$ cat src/rtl/dtc_cfg.svh
`ifndef DTC_CFG_SVH
`define DTC_CFG_SVH
// ---------------------------------------------------------------
// Register byte addresses
// ---------------------------------------------------------------
`define DTC_ADDR_A_LO 8'h00
`define DTC_ADDR_A_HI 8'h01
`define DTC_ADDR_B_LO 8'h02
`define DTC_ADDR_B_HI 8'h03
`define DTC_ADDR_CTRL 8'h04
`define DTC_ADDR_MODE 8'h05
`define DTC_ADDR_SCALE 8'h06
`define DTC_ADDR_XCFG 8'h07
`define DTC_ADDR_IEN 8'h08
`define DTC_ADDR_ISTAT 8'h09
`define DTC_ADDR_ICLR 8'h0a
// ---------------------------------------------------------------
// Field positions
// ---------------------------------------------------------------
`define DTC_CTRL_RUN_A 4
`define DTC_CTRL_OVF_A 5
`define DTC_CTRL_RUN_B 6
`define DTC_CTRL_OVF_B 7
`define DTC_CTRL_MASK 8'hf0
`define DTC_MODE_A_LSB 0
`define DTC_MODE_CT_A 2
`define DTC_MODE_GATE_A 3
`define DTC_MODE_B_LSB 4
`define DTC_MODE_CT_B 6
`define DTC_MODE_GATE_B 7
`define DTC_SCALE_LSB 0
`define DTC_SCALE_SYS_A 2
`define DTC_SCALE_SYS_B 3
`define DTC_SCALE_MASK 8'h0f
`define DTC_XCFG_POL_A 3
`define DTC_XCFG_POL_B 7
`define DTC_XCFG_MASK 8'h88
`define DTC_IRQ_MASK 8'h03
// ---------------------------------------------------------------
// Reset values and prescaler divisors
// ---------------------------------------------------------------
`define DTC_RST_BYTE 8'h00
`define DTC_DIV_0 8'h02
`define DTC_DIV_1 8'h04
`define DTC_DIV_2 8'h08
`define DTC_DIV_3 8'h10
`define DTC_LO13_MASK 8'h1f
`endif

$ cat src/rtl/dtc_pkg.sv
// ---------------------------------------------------------------
// Shared types of the dual timer
// ---------------------------------------------------------------
package dtc_pkg;
	// Operating mode codes of one timer
	typedef enum logic [1:0] {
		DTC_MODE_13 = 2'h0,
		DTC_MODE_16 = 2'h1,
		DTC_MODE_R8 = 2'h2,
		DTC_MODE_SP = 2'h3
	} dtc_mode_t;
	// Per-timer configuration carried as one bundle
	typedef struct packed {
		dtc_mode_t mode; // Counter width selection
		logic ct; // 1: count pin falling edges
		logic gate; // 1: gate input qualifies counting
		logic sysclk; // 1: count every system clock when ct is 0
		logic run; // Run enable
		logic pol; // Active level of the gate input
	} dtc_tcfg_t;
endpackage : dtc_pkg

$ cat src/rtl/dtc_top.sv
`timescale 1ns/1ps
`include "dtc_cfg.svh"
module dtc_top
	import dtc_pkg::*;
(
	// Clock and reset
	input wire logic sys_clk_i,
	input wire logic rstn_i,
	// Register port
	input wire logic [7:0] addr_i,
	input wire logic [7:0] wdata_i,
	input wire logic wr_i,
	input wire logic rd_i,
	output logic [7:0] rdata_o,
	// External count and gate pins
	input wire logic count_input_a_i,
	input wire logic count_input_b_i,
	input wire logic gate_input_a_i,
	input wire logic gate_input_b_i,
	// Interrupt
	output logic irq_o
);
	// ---------------------------------------------------------------
	// Declarations
	// ---------------------------------------------------------------
	// Software registers
	logic [7:0] ctrl_ff, nxt_ctrl; // Run bits and overflow flags
	logic [7:0] mode_ff; // Mode, counter select and gate bits
	logic [7:0] scale_ff; // Prescale field and system clock selects
	logic [7:0] xcfg_ff; // Gate polarity bits
	logic [7:0] ien_ff; // Interrupt enables
	logic [1:0] istat_ff, nxt_istat; // Sticky interrupt status
	// Read path and interrupt outputs
	logic [7:0] rdata_ff; // Read data, valid one cycle after strobe
	logic irq_ff; // Registered interrupt level
	// Prescaler
	logic [7:0] pre_cnt_ff; // Free running divider count
	// Per pin and per timer vectors
	logic [3:0] pin_raw; // Pins in order count a, count b, gate a, gate b
	logic [3:0] pin_lvl; // Filtered pin levels
	logic [3:0] pin_fall; // One cycle pulse on accepted falling edge
	logic [7:0] t_lo [2]; // Timer low bytes
	logic [7:0] t_hi [2]; // Timer high bytes
	logic [1:0] t_ovf; // Overflow pulses from the timers
	logic [1:0] lo_we; // Low byte write enables
	logic [1:0] hi_we; // High byte write enables
	dtc_tcfg_t t_cfg [2]; // Per timer configuration bundles

	// ---------------------------------------------------------------
	// Address decode
	// ---------------------------------------------------------------
	// Write selects, one named wire per register
	wire wr_a_lo = wr_i && (addr_i == `DTC_ADDR_A_LO);
	wire wr_a_hi = wr_i && (addr_i == `DTC_ADDR_A_HI);
	wire wr_b_lo = wr_i && (addr_i == `DTC_ADDR_B_LO);
	wire wr_b_hi = wr_i && (addr_i == `DTC_ADDR_B_HI);
	wire wr_ctrl = wr_i && (addr_i == `DTC_ADDR_CTRL);
	wire wr_mode = wr_i && (addr_i == `DTC_ADDR_MODE);
	wire wr_scale = wr_i && (addr_i == `DTC_ADDR_SCALE);
	wire wr_xcfg = wr_i && (addr_i == `DTC_ADDR_XCFG);
	wire wr_ien = wr_i && (addr_i == `DTC_ADDR_IEN);
	wire wr_iclr = wr_i && (addr_i == `DTC_ADDR_ICLR);
	// Byte enables gathered per timer
	assign lo_we = {wr_b_lo, wr_a_lo};
	assign hi_we = {wr_b_hi, wr_a_hi};

	// ---------------------------------------------------------------
	// Read selection
	// ---------------------------------------------------------------
	// Unmapped and write-only addresses read as zero
	wire [7:0] rd_mux =
		(addr_i == `DTC_ADDR_A_LO) ? t_lo[0] :
		(addr_i == `DTC_ADDR_A_HI) ? t_hi[0] :
		(addr_i == `DTC_ADDR_B_LO) ? t_lo[1] :
		(addr_i == `DTC_ADDR_B_HI) ? t_hi[1] :
		(addr_i == `DTC_ADDR_CTRL) ? ctrl_ff :
		(addr_i == `DTC_ADDR_MODE) ? mode_ff :
		(addr_i == `DTC_ADDR_SCALE) ? scale_ff :
		(addr_i == `DTC_ADDR_XCFG) ? xcfg_ff :
		(addr_i == `DTC_ADDR_IEN) ? ien_ff :
		(addr_i == `DTC_ADDR_ISTAT) ? {6'h00, istat_ff} :
		8'h00;

	// Read data holds only in the cycle after the strobe
	always_ff @(posedge sys_clk_i or negedge rstn_i) begin
		if (!rstn_i) begin
			rdata_ff <= `DTC_RST_BYTE;
		end else begin
			rdata_ff <= rd_i ? rd_mux : 8'h00;
		end
	end

	// ---------------------------------------------------------------
	// Configuration registers
	// ---------------------------------------------------------------
	// Plain stored registers; unused bits are masked to read zero
	always_ff @(posedge sys_clk_i or negedge rstn_i) begin
		if (!rstn_i) begin
			mode_ff <= `DTC_RST_BYTE;
			scale_ff <= `DTC_RST_BYTE;
			xcfg_ff <= `DTC_RST_BYTE;
			ien_ff <= `DTC_RST_BYTE;
		end else begin
			if (wr_mode) begin
				mode_ff <= wdata_i;
			end
			if (wr_scale) begin
				scale_ff <= wdata_i & `DTC_SCALE_MASK;
			end
			if (wr_xcfg) begin
				xcfg_ff <= wdata_i & `DTC_XCFG_MASK;
			end
			if (wr_ien) begin
				ien_ff <= wdata_i & `DTC_IRQ_MASK;
			end
		end
	end

	// ---------------------------------------------------------------
	// Control register with overflow flags
	// ---------------------------------------------------------------
	// Hardware set of an overflow flag wins over a software write,
	// so an overflow in the clearing cycle is never lost
	always_comb begin
		nxt_ctrl = ctrl_ff;
		if (wr_ctrl) begin
			nxt_ctrl = wdata_i & `DTC_CTRL_MASK;
		end
		if (t_ovf[0]) begin
			nxt_ctrl[`DTC_CTRL_OVF_A] = 1'b1;
		end
		if (t_ovf[1]) begin
			nxt_ctrl[`DTC_CTRL_OVF_B] = 1'b1;
		end
	end

	// Control state register
	always_ff @(posedge sys_clk_i or negedge rstn_i) begin
		if (!rstn_i) begin
			ctrl_ff <= `DTC_RST_BYTE;
		end else begin
			ctrl_ff <= nxt_ctrl;
		end
	end

	// ---------------------------------------------------------------
	// Interrupt status, clear and output
	// ---------------------------------------------------------------
	// Sticky status; a new event in the clear cycle survives
	always_comb begin
		nxt_istat = istat_ff;
		if (wr_iclr) begin
			nxt_istat = istat_ff & ~wdata_i[1:0];
		end
		nxt_istat = nxt_istat | t_ovf;
	end

	// Interrupt level lags the status by one cycle, a small price
	// for an output that comes straight from a flip-flop
	always_ff @(posedge sys_clk_i or negedge rstn_i) begin
		if (!rstn_i) begin
			istat_ff <= 2'h0;
			irq_ff <= 1'b0;
		end else begin
			istat_ff <= nxt_istat;
			irq_ff <= |(istat_ff & ien_ff[1:0]);
		end
	end

	// ---------------------------------------------------------------
	// Prescaler
	// ---------------------------------------------------------------
	// Divisor chosen by the clock scale field
	wire [1:0] scale_sel = scale_ff[`DTC_SCALE_LSB +: 2];
	wire [7:0] div_val =
		(scale_sel == 2'h0) ? `DTC_DIV_0 :
		(scale_sel == 2'h1) ? `DTC_DIV_1 :
		(scale_sel == 2'h2) ? `DTC_DIV_2 :
		`DTC_DIV_3;
	wire [7:0] div_last = div_val - 8'h01;
	// Compare with >= so a smaller divisor written mid-count recovers
	wire pre_tick = pre_cnt_ff >= div_last;

	// Divider count, shared by both timers
	always_ff @(posedge sys_clk_i or negedge rstn_i) begin
		if (!rstn_i) begin
			pre_cnt_ff <= 8'h00;
		end else begin
			pre_cnt_ff <= pre_tick ? 8'h00 : pre_cnt_ff + 8'h01;
		end
	end

	// ---------------------------------------------------------------
	// Pin synchronisers
	// ---------------------------------------------------------------
	assign pin_raw = {gate_input_b_i, gate_input_a_i, count_input_b_i, count_input_a_i};

	// Three stages per pin; a change is taken once stages two and
	// three agree, which also filters a single-cycle glitch
	genvar gp;
	generate
		for (gp = 0; gp < 4; gp++) begin : g_sync
			logic s1_ff; // Metastability catch, read by s2 only
			logic s2_ff; // Second stage
			logic s3_ff; // Third stage
			logic lvl_ff; // Accepted level
			wire agree = s2_ff == s3_ff;
			// Shift chain and accepted level
			always_ff @(posedge sys_clk_i or negedge rstn_i) begin
				if (!rstn_i) begin
					s1_ff <= 1'b0;
					s2_ff <= 1'b0;
					s3_ff <= 1'b0;
					lvl_ff <= 1'b0;
				end else begin
					s1_ff <= pin_raw[gp];
					s2_ff <= s1_ff;
					s3_ff <= s2_ff;
					if (agree) begin
						lvl_ff <= s3_ff;
					end
				end
			end
			assign pin_lvl[gp] = lvl_ff;
			// Falling edge accepted in this cycle
			assign pin_fall[gp] = agree && lvl_ff && !s3_ff;
		end
	endgenerate

	// ---------------------------------------------------------------
	// Timer configuration bundles
	// ---------------------------------------------------------------
	// Each timer takes its own slice of the shared registers
	assign t_cfg[0] = '{
		mode: dtc_mode_t'(mode_ff[`DTC_MODE_A_LSB +: 2]),
		ct: mode_ff[`DTC_MODE_CT_A],
		gate: mode_ff[`DTC_MODE_GATE_A],
		sysclk: scale_ff[`DTC_SCALE_SYS_A],
		run: ctrl_ff[`DTC_CTRL_RUN_A],
		pol: xcfg_ff[`DTC_XCFG_POL_A]
	};
	assign t_cfg[1] = '{
		mode: dtc_mode_t'(mode_ff[`DTC_MODE_B_LSB +: 2]),
		ct: mode_ff[`DTC_MODE_CT_B],
		gate: mode_ff[`DTC_MODE_GATE_B],
		sysclk: scale_ff[`DTC_SCALE_SYS_B],
		run: ctrl_ff[`DTC_CTRL_RUN_B],
		pol: xcfg_ff[`DTC_XCFG_POL_B]
	};

	// ---------------------------------------------------------------
	// Timer instances
	// ---------------------------------------------------------------
	// Identical timers; only their inputs differ
	genvar gt;
	generate
		for (gt = 0; gt < 2; gt++) begin : g_timer
			dtc_timer u_timer (
				.sys_clk_i(sys_clk_i),
				.rstn_i(rstn_i),
				.cfg_i(t_cfg[gt]),
				.pre_tick_i(pre_tick),
				.pin_fall_i(pin_fall[gt]),
				.gate_lvl_i(pin_lvl[gt + 2]),
				.lo_we_i(lo_we[gt]),
				.hi_we_i(hi_we[gt]),
				.wdata_i(wdata_i),
				.lo_o(t_lo[gt]),
				.hi_o(t_hi[gt]),
				.ovf_o(t_ovf[gt])
			);
		end
	endgenerate

	// ---------------------------------------------------------------
	// Outputs
	// ---------------------------------------------------------------
	assign rdata_o = rdata_ff;
	assign irq_o = irq_ff;
endmodule : dtc_top

$ cat src/rtl/dtc_timer.sv
`timescale 1ns/1ps
`include "dtc_cfg.svh"
module dtc_timer
	import dtc_pkg::*;
(
	// Clock and reset
	input wire logic sys_clk_i,
	input wire logic rstn_i,
	// Configuration and count sources
	input wire dtc_tcfg_t cfg_i,
	input wire logic pre_tick_i,
	input wire logic pin_fall_i,
	input wire logic gate_lvl_i,
	// Byte writes from software
	input wire logic lo_we_i,
	input wire logic hi_we_i,
	input wire logic [7:0] wdata_i,
	// Count bytes and overflow event
	output logic [7:0] lo_o,
	output logic [7:0] hi_o,
	output logic ovf_o
);
	// ---------------------------------------------------------------
	// Count qualification
	// ---------------------------------------------------------------
	logic [7:0] lo_ff, nxt_lo;
	logic [7:0] hi_ff, nxt_hi;
	logic ovf_ff;
	wire gate_ok = !cfg_i.gate || (gate_lvl_i == cfg_i.pol);
	wire src_tick = cfg_i.ct ? pin_fall_i : (cfg_i.sysclk ? 1'b1 : pre_tick_i);
	wire mode_13 = cfg_i.mode == DTC_MODE_13;
	wire mode_16 = cfg_i.mode == DTC_MODE_16;
	// Unsupported modes hold the count rather than guess a behaviour
	wire cnt_en = cfg_i.run && gate_ok && src_tick && (mode_13 || mode_16);
	wire [12:0] c13 = {hi_ff, lo_ff[4:0]};
	wire [12:0] c13_inc = c13 + 13'h0001;
	wire [15:0] c16_inc = {hi_ff, lo_ff} + 16'h0001;
	wire wrap = mode_13 ? (c13 == 13'h1fff) : ({hi_ff, lo_ff} == 16'hffff);
	wire sw_wr = lo_we_i || hi_we_i;
	// A software write beats the increment, so no wrap is seen that cycle
	wire ovf_evt = cnt_en && wrap && !sw_wr;
	// ---------------------------------------------------------------
	// Next count
	// ---------------------------------------------------------------
	always_comb begin
		nxt_lo = lo_ff;
		nxt_hi = hi_ff;
		if (sw_wr) begin
			if (lo_we_i) begin
				nxt_lo = wdata_i;
			end
			if (hi_we_i) begin
				nxt_hi = wdata_i;
			end
		end else if (cnt_en && mode_13) begin
			// Upper three low bits are not part of the count
			nxt_lo = {lo_ff[7:5], c13_inc[4:0]};
			nxt_hi = c13_inc[12:5];
		end else if (cnt_en) begin
			nxt_lo = c16_inc[7:0];
			nxt_hi = c16_inc[15:8];
		end
	end
	// Count registers resume from their value; run never clears them
	always_ff @(posedge sys_clk_i or negedge rstn_i) begin
		if (!rstn_i) begin
			lo_ff <= `DTC_RST_BYTE;
			hi_ff <= `DTC_RST_BYTE;
			ovf_ff <= 1'b0;
		end else begin
			lo_ff <= nxt_lo;
			hi_ff <= nxt_hi;
			ovf_ff <= ovf_evt;
		end
	end
	assign lo_o = lo_ff;
	assign hi_o = hi_ff;
	assign ovf_o = ovf_ff;
endmodule : dtc_timer

$ cat config.mk
export PLATFORM = sky130hd
export DESIGN_NAME = dtc_top
export DESIGN_NICKNAME = d
export VERILOG_FILES = /design/src/rtl/dtc_pkg.sv /design/src/rtl/dtc_top.sv /design/src/rtl/dtc_timer.sv
export VERILOG_INCLUDE_DIRS = /design/src /design/src/rtl
export SDC_FILE = /design/constraint.sdc
export NUM_CORES = 1
export LEC_CHECK = 0
export BUFFER_PORTS_ARGS = -buffer_cell sky130_fd_sc_hd__buf_2
export CORE_ASPECT_RATIO = 1.1
export CORE_MARGIN = 4
export CORE_UTILIZATION = 30
export DETAILED_ROUTE_END_ITERATION = 10
export PLACE_DENSITY = 0.5
export SYNTH_ARGS = -nofsm -noshare
export SYNTH_HDL_FRONTEND = slang
export SYNTH_SLANG_ARGS = --single-unit
$ cat constraint.sdc
create_clock -name sys_clk_i -period 4.2 [get_ports sys_clk_i]
set_clock_uncertainty 0.15 [all_clocks]
set_input_delay 0.84 -clock sys_clk_i [delete_from_list [all_inputs] [get_ports sys_clk_i]]
set_output_delay 0.84 -clock sys_clk_i [all_outputs]
set_load 0.02 [all_outputs]
; Word level (Yosys, flattened, before mapping)
; Index checks and enable logic that the tools add are counted.
; W data, S select, Z words.
[classes]
n_addsub = 6
n_lt_le_gt_ge = 1
n_eq_ne = 30
mux = 41
bitwise_logic = 4
n_reduce_logical = 55
[op_table]
columns = op, n
row1 = $mux W8, 27
row2 = $add A16 B1 Y16 const B, 2
row3 = $eq A16 B16 Y1 const B, 2
row4 = $eq A8 B3 Y1 const B, 4
row5 = $add A13 B1 Y13 const B, 2
row6 = $eq A13 B13 Y1 const B, 2
row7 = $logic_and A1 B1 Y1, 26
row8 = $eq A8 B4 Y1 const B, 3
row9 = $eq A8 B2 Y1 const B, 2
row10 = $mux W5, 3
row11 = $ne A2 B1 Y1 const B, 6
row12 = $add A8 B1 Y8 const B, 1
row13 = $eq A8 B1 Y1 const B, 1
row14 = $ge A8 B8 Y1, 1
row15 = $logic_not A8 Y1, 1
row16 = $mux W1, 8
row17 = $reduce_and A2 Y1, 4
row18 = $reduce_bool A2 Y1, 4
row19 = $eq A1 B1 Y1, 6
row20 = $eq A2 B1 Y1 const B, 3
row21 = $logic_not A1 Y1, 6
row22 = $logic_not A2 Y1, 3
row23 = $logic_or A1 B1 Y1, 6
row24 = $mux W2, 3
row25 = 8 further kinds, 11
[totals]
ff_bits = 89
output_inout_bits = 9
wordCells = 172

; Logic depth before layout (Yosys ltp)
; Gate-level depths: netlist of run 1.
[logic_depth]
ltp_word = 13
depth_mapped = 10

; Cells and area by module
; A second synthesis of run 1 with hierarchy kept.
[unflattened]
cells_unflattened = 572
hier_area_um2 = 5421.4
[modules_own_cells]
columns = mod, n_inst, cells_per_inst, area_each_um2, seq_area_each_um2
row1 = dtc_top, 1, 258, 2798.9, 1376.3
row2 = dtc_timer, 2, 157, 1311.3, 425.4

; Worst setup path after synthesis of run 1
; No wires, ideal clock.
[synth_timing]
kind = input to register
startpoint = in addr_i[5]
endpoint = reg g_timer[0].u_timer.hi_ff[5]
setup_ns = 0.127
arrival_time_ns = 2.663
slack_ns = 1.260
cell_stages = 10
cell_sequence = or4_4 > buf_6 > or3_1 > buf_6 > or2_1 > buf_6 > buf_8 > nand2_1 > mux2_2 > nand3_1
[synth_via]
elab_chain_cells = 5
[synth_lines]
columns = element, line
row1 = "start, declared", dtc_top.sv:10  ; input wire logic [7:0] addr_i,
row2 = $eq A8 B1 Y1 (no line) / $logic_not A8 Y1 (equally long branches), --
row3 = $logic_and A1 B1 Y1 (on tied branches), "dtc_top.sv:54, dtc_top.sv:53"
row4 = $logic_or A1 B1 Y1, dtc_timer.sv:39  ; wire sw_wr = lo_we_i || hi_we_i;
row5 = $ne A2 B1 Y1 (no line) / $reduce_bool A3 Y1 (equally long branches), --
row6 = $reduce_and A2 Y1 (no line), --
row7 = "end signal, assigned", dtc_timer.sv:68  ; hi_ff <= `DTC_RST_BYTE;
row8 = "end signal, assigned", dtc_timer.sv:72  ; hi_ff <= nxt_hi;
row9 = "end, declared", dtc_timer.sv:27  ; logic [7:0] hi_ff, nxt_hi;
; Several ways; a longest one is shown, not always the timed one.
; A chain may end at the register's enable or synchronous reset.

; Final worst setup path of run 1
[layout_timing]
startpoint = reg scale_ff[0]
endpoint = reg g_timer[1].u_timer.lo_ff[3]
[layout_via]
elab_chain_cells = 13
[layout_lines]
columns = element, line
row1 = "start, declared", dtc_top.sv:29  ; logic [7:0] scale_ff;
row2 = "start signal, assigned", dtc_top.sv:100  ; scale_ff <= `DTC_RST_BYTE;
row3 = "start signal, assigned", dtc_top.sv:108  ; scale_ff <= wdata_i & `DTC_SCALE_MASK;
row4 = $eq A2 B2 Y1, dtc_top.sv:178  ; (scale_sel == 2'h2) ? `DTC_DIV_2 :
row5 = $mux W5 (no line) (2 in series), --
row6 = $mux W5 (no line) *, --
row7 = $sub A5 B1 Y6 *, dtc_top.sv:180  ; wire [7:0] div_last = div_val - 8'h01;
row8 = $ge A8 B8 Y1 *, dtc_top.sv:182  ; wire pre_tick = pre_cnt_ff >= div_last;
row9 = $mux W1 * (2 in series), dtc_timer.sv:30  ; wire src_tick = cfg_i.ct ? pin_fall_i : (cfg_i.sysclk ? 1'b1 : pre_tick_i);
row10 = $logic_and A1 B1 Y1 * (2 in series), dtc_timer.sv:34  ; wire cnt_en = cfg_i.run && gate_ok && src_tick && (mode_13 || mode_16);
row11 = $logic_and A1 B1 Y1, dtc_timer.sv:55  ; end else if (cnt_en && mode_13) begin
row12 = $reduce_bool A3 Y1 (no line) / $mux W8 (equally long branches), --
row13 = $reduce_and A2 Y1 (no line) / $mux W8 (equally long branches), --
row14 = "end signal, assigned", dtc_timer.sv:67  ; lo_ff <= `DTC_RST_BYTE;
row15 = "end signal, assigned", dtc_timer.sv:71  ; lo_ff <= nxt_lo;
row16 = "end, declared", dtc_timer.sv:26  ; logic [7:0] lo_ff, nxt_lo;
; Mark *: on every way between the ends. The rest lies on a longest branch, timed or not. The select of a mux whose other input is x is not followed.

==> impl_metrics.py, run 1 <==
metrics = {
    "grt": {
        "grtUsageTotal": 0.1639,
        "antenna_found_initial": 0,
        "grt_max_degree": 44,
        "grt_overflow": 0,
        "grt_pass1_wl_mm": 23.33,
        "grt_pass1_vias": 4156,
    },
    "drt": {
        "wl_per_cell_um": 19.44,
        "initialDrtViolationCount": 318,
        "drc": 0,
        "vias": 4145,
        "wl_mm": 14.43,
        "drt-pass1-iter-count": 4,
        "vias_per_cell": 5.586,
        "ant_nets": 0,
    },
    "floorplanning": {
        "dieWidth_um": 130.2,
        "ios": 33,
        "die_h_um": 142.4,
        "die-area_um2": 18530,
        "std_cell_rows": 48,
        "core_area_um2": 15920,
        "initial_core_util": 0.3094,
    },
    "power_and_ir_drop": {
        "p_int_mw": 1.493,
        "vdd_drop_max_v": 0.0002023,
        "power.share.clock": 0.384,
        "comb_power_share": 0.127,
        "power_leakage_nw": 2.507,
        "switching_share": 0.2771,
        "p_switching_uw": 572.3,
        "p_per_area_nw_per_um2": 368.8,
        "pwr-share-seq": 0.489,
    },
    "clock_tree": {
        "path_clk_slew_ns": 0.06,
        "cts_max_level": 3,
        "cts_tree": "done",
        "cts_resized": 0,
        "cts_hold_buf": 0,
        "cts_setup_buffers": 0,
        "clock-root-buffer": "clkbuf_16",
        "cts-buffers-inserted": 9,
        "cts_sinks": 89,
        "insertion_delay_ns": 0.35,
        "clockBufferDepth": 2,
    },
    "sta": {
        "rsz0062_at_grt": "no",
        "fin_tns_setup_ns": 0,
        "finalCriticalPeriod_ns": 3.002,
        "setup_violations": 0,
        "timing.fmax_mhz": 333.1,
        "worst_pin_slew_ns": 0.8436,
        "drv_slew": 0,
        "hold_viol_final": 0,
        "relSlewSlack": 0.4305,
        "fin_crit_sh": 0.7147,
    },
    "yosys": {
        "synth_area_leaders": "dfrtp_1, mux2_2, nor2_1",
        "yosys.area.top_type": "dfrtp_1",
        "synth_top_area_frac": 0.4522,
        "yosysWarnings": 0,
        "synth_cells": 502,
        "seq_area_frac_synth": 0.4522,
        "syn_area_per_cell_um2": 9.810,
        "async_flop_share": 1.000,
        "yosys_register_bits": 89,
        "syn_area_um2": 4925,
        "ys.flop_type": "dfrtp_1",
        "synth.distinct_cells": 69,
        "synth-edff-count": 0,
    },
    "setup_path": {
        "crit_required_ns": 4.27,
        "critical_path_class": "flip-flop to flip-flop",
        "worstSetupStartpointType": "flip-flop",
        "cp_data_arrival_time_ns": 3.07,
        "path_cells": "nor2_1 > ha_1 > a211oi_1 > o211ai_1 > o311ai_1 > buf_4 > nand2_1 > a21oi_1 > a21oi_1",
        "setup.worst_path.end": "g_timer[1].u_timer.lo_o[3]$_DFFE_PN0P_",
        "cp-end-kind": "flip-flop",
        "slowest_stage": "o311ai_1",
        "cpPeakStageDelay_ns": 0.59,
        "r2r-start": "scale_ff[0]$_DFFE_PN0P_",
        "reg2reg_depth": 9,
        "r2r_setup_slack_ns": 1.20,
        "crit_buf_inv": 1,
        "crit_cells": 9,
        "cp-startpoint": "scale_ff[0]$_DFFE_PN0P_",
        "timing.rr.end": "g_timer[1].u_timer.lo_o[3]$_DFFE_PN0P_",
        "crit_path_max_fanout": 9,
        "cp_common_cell": "a21oi_1",
        "cpLargestDelayFamily": "compound AO/OA/AOI/OAI gates",
    },
    "final_layout": {
        "final_nets": 567,
        "syn_to_final_growth_pct": 13.72,
        "regArea_um2": 2227,
        "drive_above_1_share": 0.1882,
        "n_fill_cell": 1618,
        "fin_area_um2": 5600,
        "antennaDiodeCount": 0,
        "multi_input_area_um2": 2531,
    },
    "outcome": {
        "status": "finished clean",
    },
    "job": {
        "cap_viol_max_count": 0,
    },
    "min_path": {
        "hold_path_class": "flip-flop to flip-flop",
    },
    "placement": {
        "dpl.hpwl_mm": 10.82,
        "io_buffers": 32,
        "globalplace.congestion": 0.8932,
        "place_area_um2": 5306,
    },
}
==> power groups by stage <==
stage	logic, mW	registers [mW]	clock network, mW
5_1_grt	0.301	1.02	0.856
3_3_place_gp	0.261	1.02	0
4_1_cts	0.265	1.01	0.810
3_5_place_dp	0.266	1.02	0
6_report	0.263	1.01	0.793
2_1_floorplan	0.177	0.993	0
==> cell type report <==
type	instances	share of cell area
Multi-Input combinational cell	378	0.4520
Timing Repair Buffer	41	0.04111
Clock inverter	2	0.001787
Inverter	18	0.01206
Sequential cell	89	0.3977
Clock buffer	14	0.05071
Tap cell	200	0.04468
==> worst register-to-register path, cell delays in order (launching register included) <==
cell	delay [ns]
dfrtp_1	0.42
nor2_1	0.13
ha_1	0.24
a211oi_1	0.26
o211ai_1	0.37
o311ai_1	0.59
buf_4	0.26
nand2_1	0.20
a21oi_1	0.20
a21oi_1	0.06
==> state kept, by name, summed over array words and instances (netlist names) <==
name and count:
rdata_o 8, ctrl_ff 4, g_sync.lvl_ff 4, istat_ff 2, scale_ff 4, mode_ff 8
pre_cnt_ff 8, irq_o 1, g_timer.u_timer.ovf_o 2, g_sync.s1_ff 4, g_timer.u_timer.lo_o 16, xcfg_ff 2
g_sync.s3_ff 4, g_timer.u_timer.hi_o 16, ien_ff 2, g_sync.s2_ff 4
==> Yosys cell counts (5+ instances only) <==
cell type / number
nand2b_1: 7
dfrtp_1: 89
a21oi_1: 21
o21ai_0: 22
o211a_1: 6
and3_1: 7
ha_1: 6
nor4_1: 6
nand4_1: 10
nor3_1: 16
clkbuf_1: 13
a21o_1: 5
mux2_2: 31
a22oi_1: 6
a22o_1: 9
inv_1: 18
o22ai_1: 9
mux2i_1: 11
a31oi_1: 6
a211oi_1: 8
nand2_1: 39
nand3_1: 22
nor2_1: 47
==> layout by cell type (no fill, tap or decap), types with 4 or more instances in the layout <==
| cell type | synthesis | final |
|---|---|---|
| and2_1 | 4 | 4 |
| maj3_1 | 4 | 4 |
| or3_1 | 4 | 4 |
| nand2b_1 | 7 | 7 |
| nand4_1 | 10 | 10 |
| mux2_2 | 31 | 31 |
| or2_2 | 4 | 4 |
| clkbuf_8 | 0 | 4 |
| and3_1 | 7 | 7 |
| mux2i_1 | 11 | 11 |
| clkbuf_16 | 0 | 9 |
| o21ai_0 | 22 | 22 |
| nor2b_1 | 4 | 4 |
| buf_4 | 0 | 10 |
| nor3_1 | 16 | 16 |
| nor2_1 | 47 | 47 |
| a21oi_1 | 21 | 21 |
| a211oi_1 | 8 | 8 |
| ha_1 | 6 | 6 |
| o22ai_1 | 9 | 9 |
| o32ai_1 | 4 | 4 |
| a22o_1 | 9 | 9 |
| xor2_1 | 4 | 4 |
| nor4_1 | 6 | 6 |
| inv_1 | 18 | 18 |
| nand2_1 | 39 | 39 |
| dfrtp_1 | 89 | 89 |
| o211a_1 | 6 | 6 |
| a22oi_1 | 6 | 6 |
| a21o_1 | 5 | 5 |
| nand3_1 | 22 | 22 |
| buf_2 | 1 | 31 |
| a31oi_1 | 6 | 6 |
==> stage by stage <==
step	cells	worst slack, ns	hold slack, ns	power (mW)	util
floorplan	504	1.261	0.1812	1.170	-
global placement	726	0.9207	0.1818	1.282	0.3334
detailed placement	726	0.8866	0.1858	1.289	0.3334
CTS	742	1.184	0.1993	2.084	0.3519
global route	742	0.9312	0.2136	2.175	0.3519
finish	742	1.198	0.1996	2.065	0.3519
==> cell families after synthesis <==
group	share of synthesized area
AND/OR/NAND/NOR	0.1883
AO/OA/AOI/OAI	0.1979
XOR/XNOR	0.008892
buffers and inverters	0.03531
other	0.0007615
flip-flops	0.4522
multiplexers	0.09324
adder cells (fa/ha/maj)	0.02337
==> how the worst min path moves through the flow <==
stage | endpoint | slack (ns) | from | depth (start not counted)
final | g_sync[1].s2_ff$_DFF_PN0_ | 0.20 | g_sync[1].s1_ff$_DFF_PN0_ | 0
after global routing | g_sync[0].s2_ff$_DFF_PN0_ | 0.21 | g_sync[0].s1_ff$_DFF_PN0_ | 0
after CTS | g_sync[0].s2_ff$_DFF_PN0_ | 0.20 | g_sync[0].s1_ff$_DFF_PN0_ | 0
after detailed placement | g_sync[0].s2_ff$_DFF_PN0_ | 0.19 | g_sync[0].s1_ff$_DFF_PN0_ | 0
after global placement | g_sync[0].s2_ff$_DFF_PN0_ | 0.18 | g_sync[0].s1_ff$_DFF_PN0_ | 0
after floorplan | g_sync[0].s2_ff$_DFF_PN0_ | 0.18 | g_sync[0].s1_ff$_DFF_PN0_ | 0
==> per-layer routing <==
metal	share of wire	vias up	global-route usage
met5	0	-	0
met4	0.022	0	0.05306
met3	0.063	23	0.04580
met2	0.46	122	0.2488
met1	0.46	2043	0.2260
li1	-	1957	-
Note: power is estimated with default switching activity, not from simulation.
==> run 2: changes to the inputs <==
--- a/config.mk
+++ b/config.mk
@@ -11,7 +11,7 @@
 export CORE_MARGIN = 4
 export CORE_UTILIZATION = 30
 export DETAILED_ROUTE_END_ITERATION = 10
-export PLACE_DENSITY = 0.5
+export PLACE_DENSITY = 0.52
 export SYNTH_ARGS = -nofsm -noshare
 export SYNTH_HDL_FRONTEND = slang
 export SYNTH_SLANG_ARGS = --single-unit
==> constraint.sdc (replaced) <==
create_clock -name sys_clk_i -period 2.71 [get_ports sys_clk_i]
set_clock_uncertainty 0.15 [all_clocks]
set_input_delay 0.542 -clock sys_clk_i [delete_from_list [all_inputs] [get_ports sys_clk_i]]
set_output_delay 0.542 -clock sys_clk_i [all_outputs]
set_load 0.02 [all_outputs]
==> run 2 against run 1 <==
- largest power group unchanged
- register-to-register slack got worse by 1.0 ns
- via count is 3.5% higher
- critical path type unchanged
- total power grew 64%
==> impl_metrics.py, run 2 (same netlist as run 1, synthesis figures left out) <==
metrics = {
    "floorplanning": {
        "ios": 33,
        "core_area_um2": 15920,
        "die_h_um": 142.4,
        "initial_core_util": 0.3094,
        "die-area_um2": 18530,
        "dieWidth_um": 130.2,
        "std_cell_rows": 48,
    },
    "setup_path": {
        "cp-end-kind": "flip-flop",
        "cpPeakStageDelay_ns": 0.45,
        "cp_common_cell": "o22a_1",
        "cp_data_arrival_time_ns": 2.64,
        "worstSetupStartpointType": "flip-flop",
        "cpLargestDelayFamily": "compound AO/OA/AOI/OAI gates",
        "path_cells": "or3b_1 > a221o_1 > a211oi_2 > buf_4 > mux2_2 > o22a_1 > o22a_1",
        "critical_path_class": "flip-flop to flip-flop",
        "r2r_setup_slack_ns": 0.16,
        "slowest_stage": "a221o_1",
        "crit_buf_inv": 1,
        "crit_required_ns": 2.80,
        "crit_path_max_fanout": 4,
    },
    "power_and_ir_drop": {
        "pwr-share-seq": 0.461,
        "p_int_mw": 2.467,
        "switching_share": 0.2709,
        "vdd_drop_max_v": 0.0003248,
        "p_switching_uw": 916.6,
        "comb_power_share": 0.129,
        "power.share.clock": 0.410,
        "p_per_area_nw_per_um2": 572.9,
        "total_power_mw": 3.384,
        "power_leakage_nw": 2.668,
    },
    "drt": {
        "drc": 0,
        "wl_mm": 14.92,
        "wl_per_cell_um": 19.40,
        "vias": 4290,
        "drt-pass1-iter-count": 5,
        "vias_per_cell": 5.579,
        "ant_nets": 0,
        "initialDrtViolationCount": 395,
    },
    "grt": {
        "grt_pass1_vias": 4155,
        "grt_overflow": 0,
        "grt_pass1_wl_mm": 23.51,
        "grt_max_degree": 47,
        "grtUsageTotal": 0.1656,
        "antenna_found_initial": 0,
    },
    "clock_tree": {
        "path_clk_slew_ns": 0.06,
        "clockBufferDepth": 2,
        "cts_tree": "done",
        "cts_sinks": 89,
        "cts_max_level": 3,
        "cts-buffers-inserted": 9,
        "insertion_delay_ns": 0.35,
        "clock-root-buffer": "clkbuf_16",
    },
    "final_layout": {
        "syn_to_final_growth_pct": 19.92,
        "drive_above_1_share": 0.2373,
        "antennaDiodeCount": 0,
        "final_cell_mix": "dfrtp_1, nor2_1, nand2_1",
        "final_nets": 595,
        "fin_cells": 769,
        "final_common_cell": "dfrtp_1",
    },
    "sta": {
        "fin_tns_setup_ns": 0,
        "worst_pin_slew_ns": 0.6271,
        "relSlewSlack": 0.5819,
        "drv_slew": 0,
        "setup_violations": 0,
        "rsz0062_at_grt": "no",
        "hold_viol_final": 0,
        "timing.fmax_mhz": 392.2,
        "fin_crit_sh": 0.9410,
        "finalCriticalPeriod_ns": 2.550,
        "setup_ws_ns": 0.1600,
    },
    "outcome": {
        "status": "finished clean",
    },
    "placement": {
        "post-place-ws_ns": 0.04180,
        "io_buffers": 32,
        "globalplace.congestion": 0.9591,
        "dpl.hpwl_mm": 11.19,
        "dp.cells": 753,
    },
    "job": {
        "cap_viol_max_count": 0,
    },
    "min_path": {
        "hold_path_class": "primary input to asynchronous set/reset pin",
    },
}
==> run 2: cell count changes in the layout (fill, tap and decap cells not counted), moves of 2 or more <==
cell / before / now
clkbuf_8: 4 / 2
bufinv_16: 0 / 2
buf_4: 10 / 35
buf_12: 0 / 3
clkinv_2: 2 / 0
==> run 2: power by group through the flow <==
stage          combinational, mW  clock [mW]  sequential, mW
2_1_floorplan              0.274           0            1.54
3_3_place_gp               0.427           0            1.58
3_5_place_dp               0.436           0            1.58
4_1_cts                    0.436        1.42            1.56
5_1_grt                    0.491        1.46            1.58
6_report                   0.437        1.39            1.56
==> run 2: layer usage <==
metal  routed length [um]  up-vias  GRT usage
met5                    0        -          0
li1                     -     2013          -
met4                  455        0    0.07385
met1                 6902     2112     0.2345
met2                 6568      140     0.2461
met3                  996       25    0.02965
==> run 2: repair_timing <==
item                       CTS  global route
resized for setup            0             5
buffers inserted             0             1
hold buffers                 0             0
setup endpoints to repair    0            10
==> run 2: stage by stage <==
step / cell area (um2) / utilization / hold slack, ns
6_report: 5906 / 0.3711 / 0.06683
5_1_grt: 5906 / 0.3711 / 0.1172
4_1_cts: 5876 / 0.3692 / 0.08435
3_5_place_dp: 5547 / 0.3485 / 0.1865
3_3_place_gp: 5547 / 0.3485 / 0.1854
2_1_floorplan: 4932 / - / 0.09641
==> run 2: path summary, 6_finish.rpt <==
check                      cells past startpoint                 startpoint                                      to
min reg2reg                                    0  g_sync[2].s1_ff$_DFF_PN0_               g_sync[2].s2_ff$_DFF_PN0_
min in group sys_clk_i                         1             gate_input_b_i               g_sync[3].s1_ff$_DFF_PN0_
max                                            7  g_sync[0].s3_ff$_DFF_PN0_  g_timer[0].u_timer.hi_o[0]$_DFFE_PN0P_
max reg2reg                                    7  g_sync[0].s3_ff$_DFF_PN0_  g_timer[0].u_timer.hi_o[0]$_DFFE_PN0P_
max in group asynchronous                      2                     rstn_i  g_timer[0].u_timer.hi_o[0]$_DFFE_PN0P_
min                                            1                     rstn_i  g_timer[1].u_timer.lo_o[7]$_DFFE_PN0P_
==> run 2: layout make-up <==
type | instances | area [um2]
Inverter | 18 | 67.56
Clock inverter | 4 | 76.32
Timing Repair Buffer | 69 | 478.0
Sequential cell | 89 | 2227
Clock buffer | 11 | 252.7
Fill cell | 1572 | 10010
Tap cell | 200 | 250.2
Multi-Input combinational cell | 378 | 2554
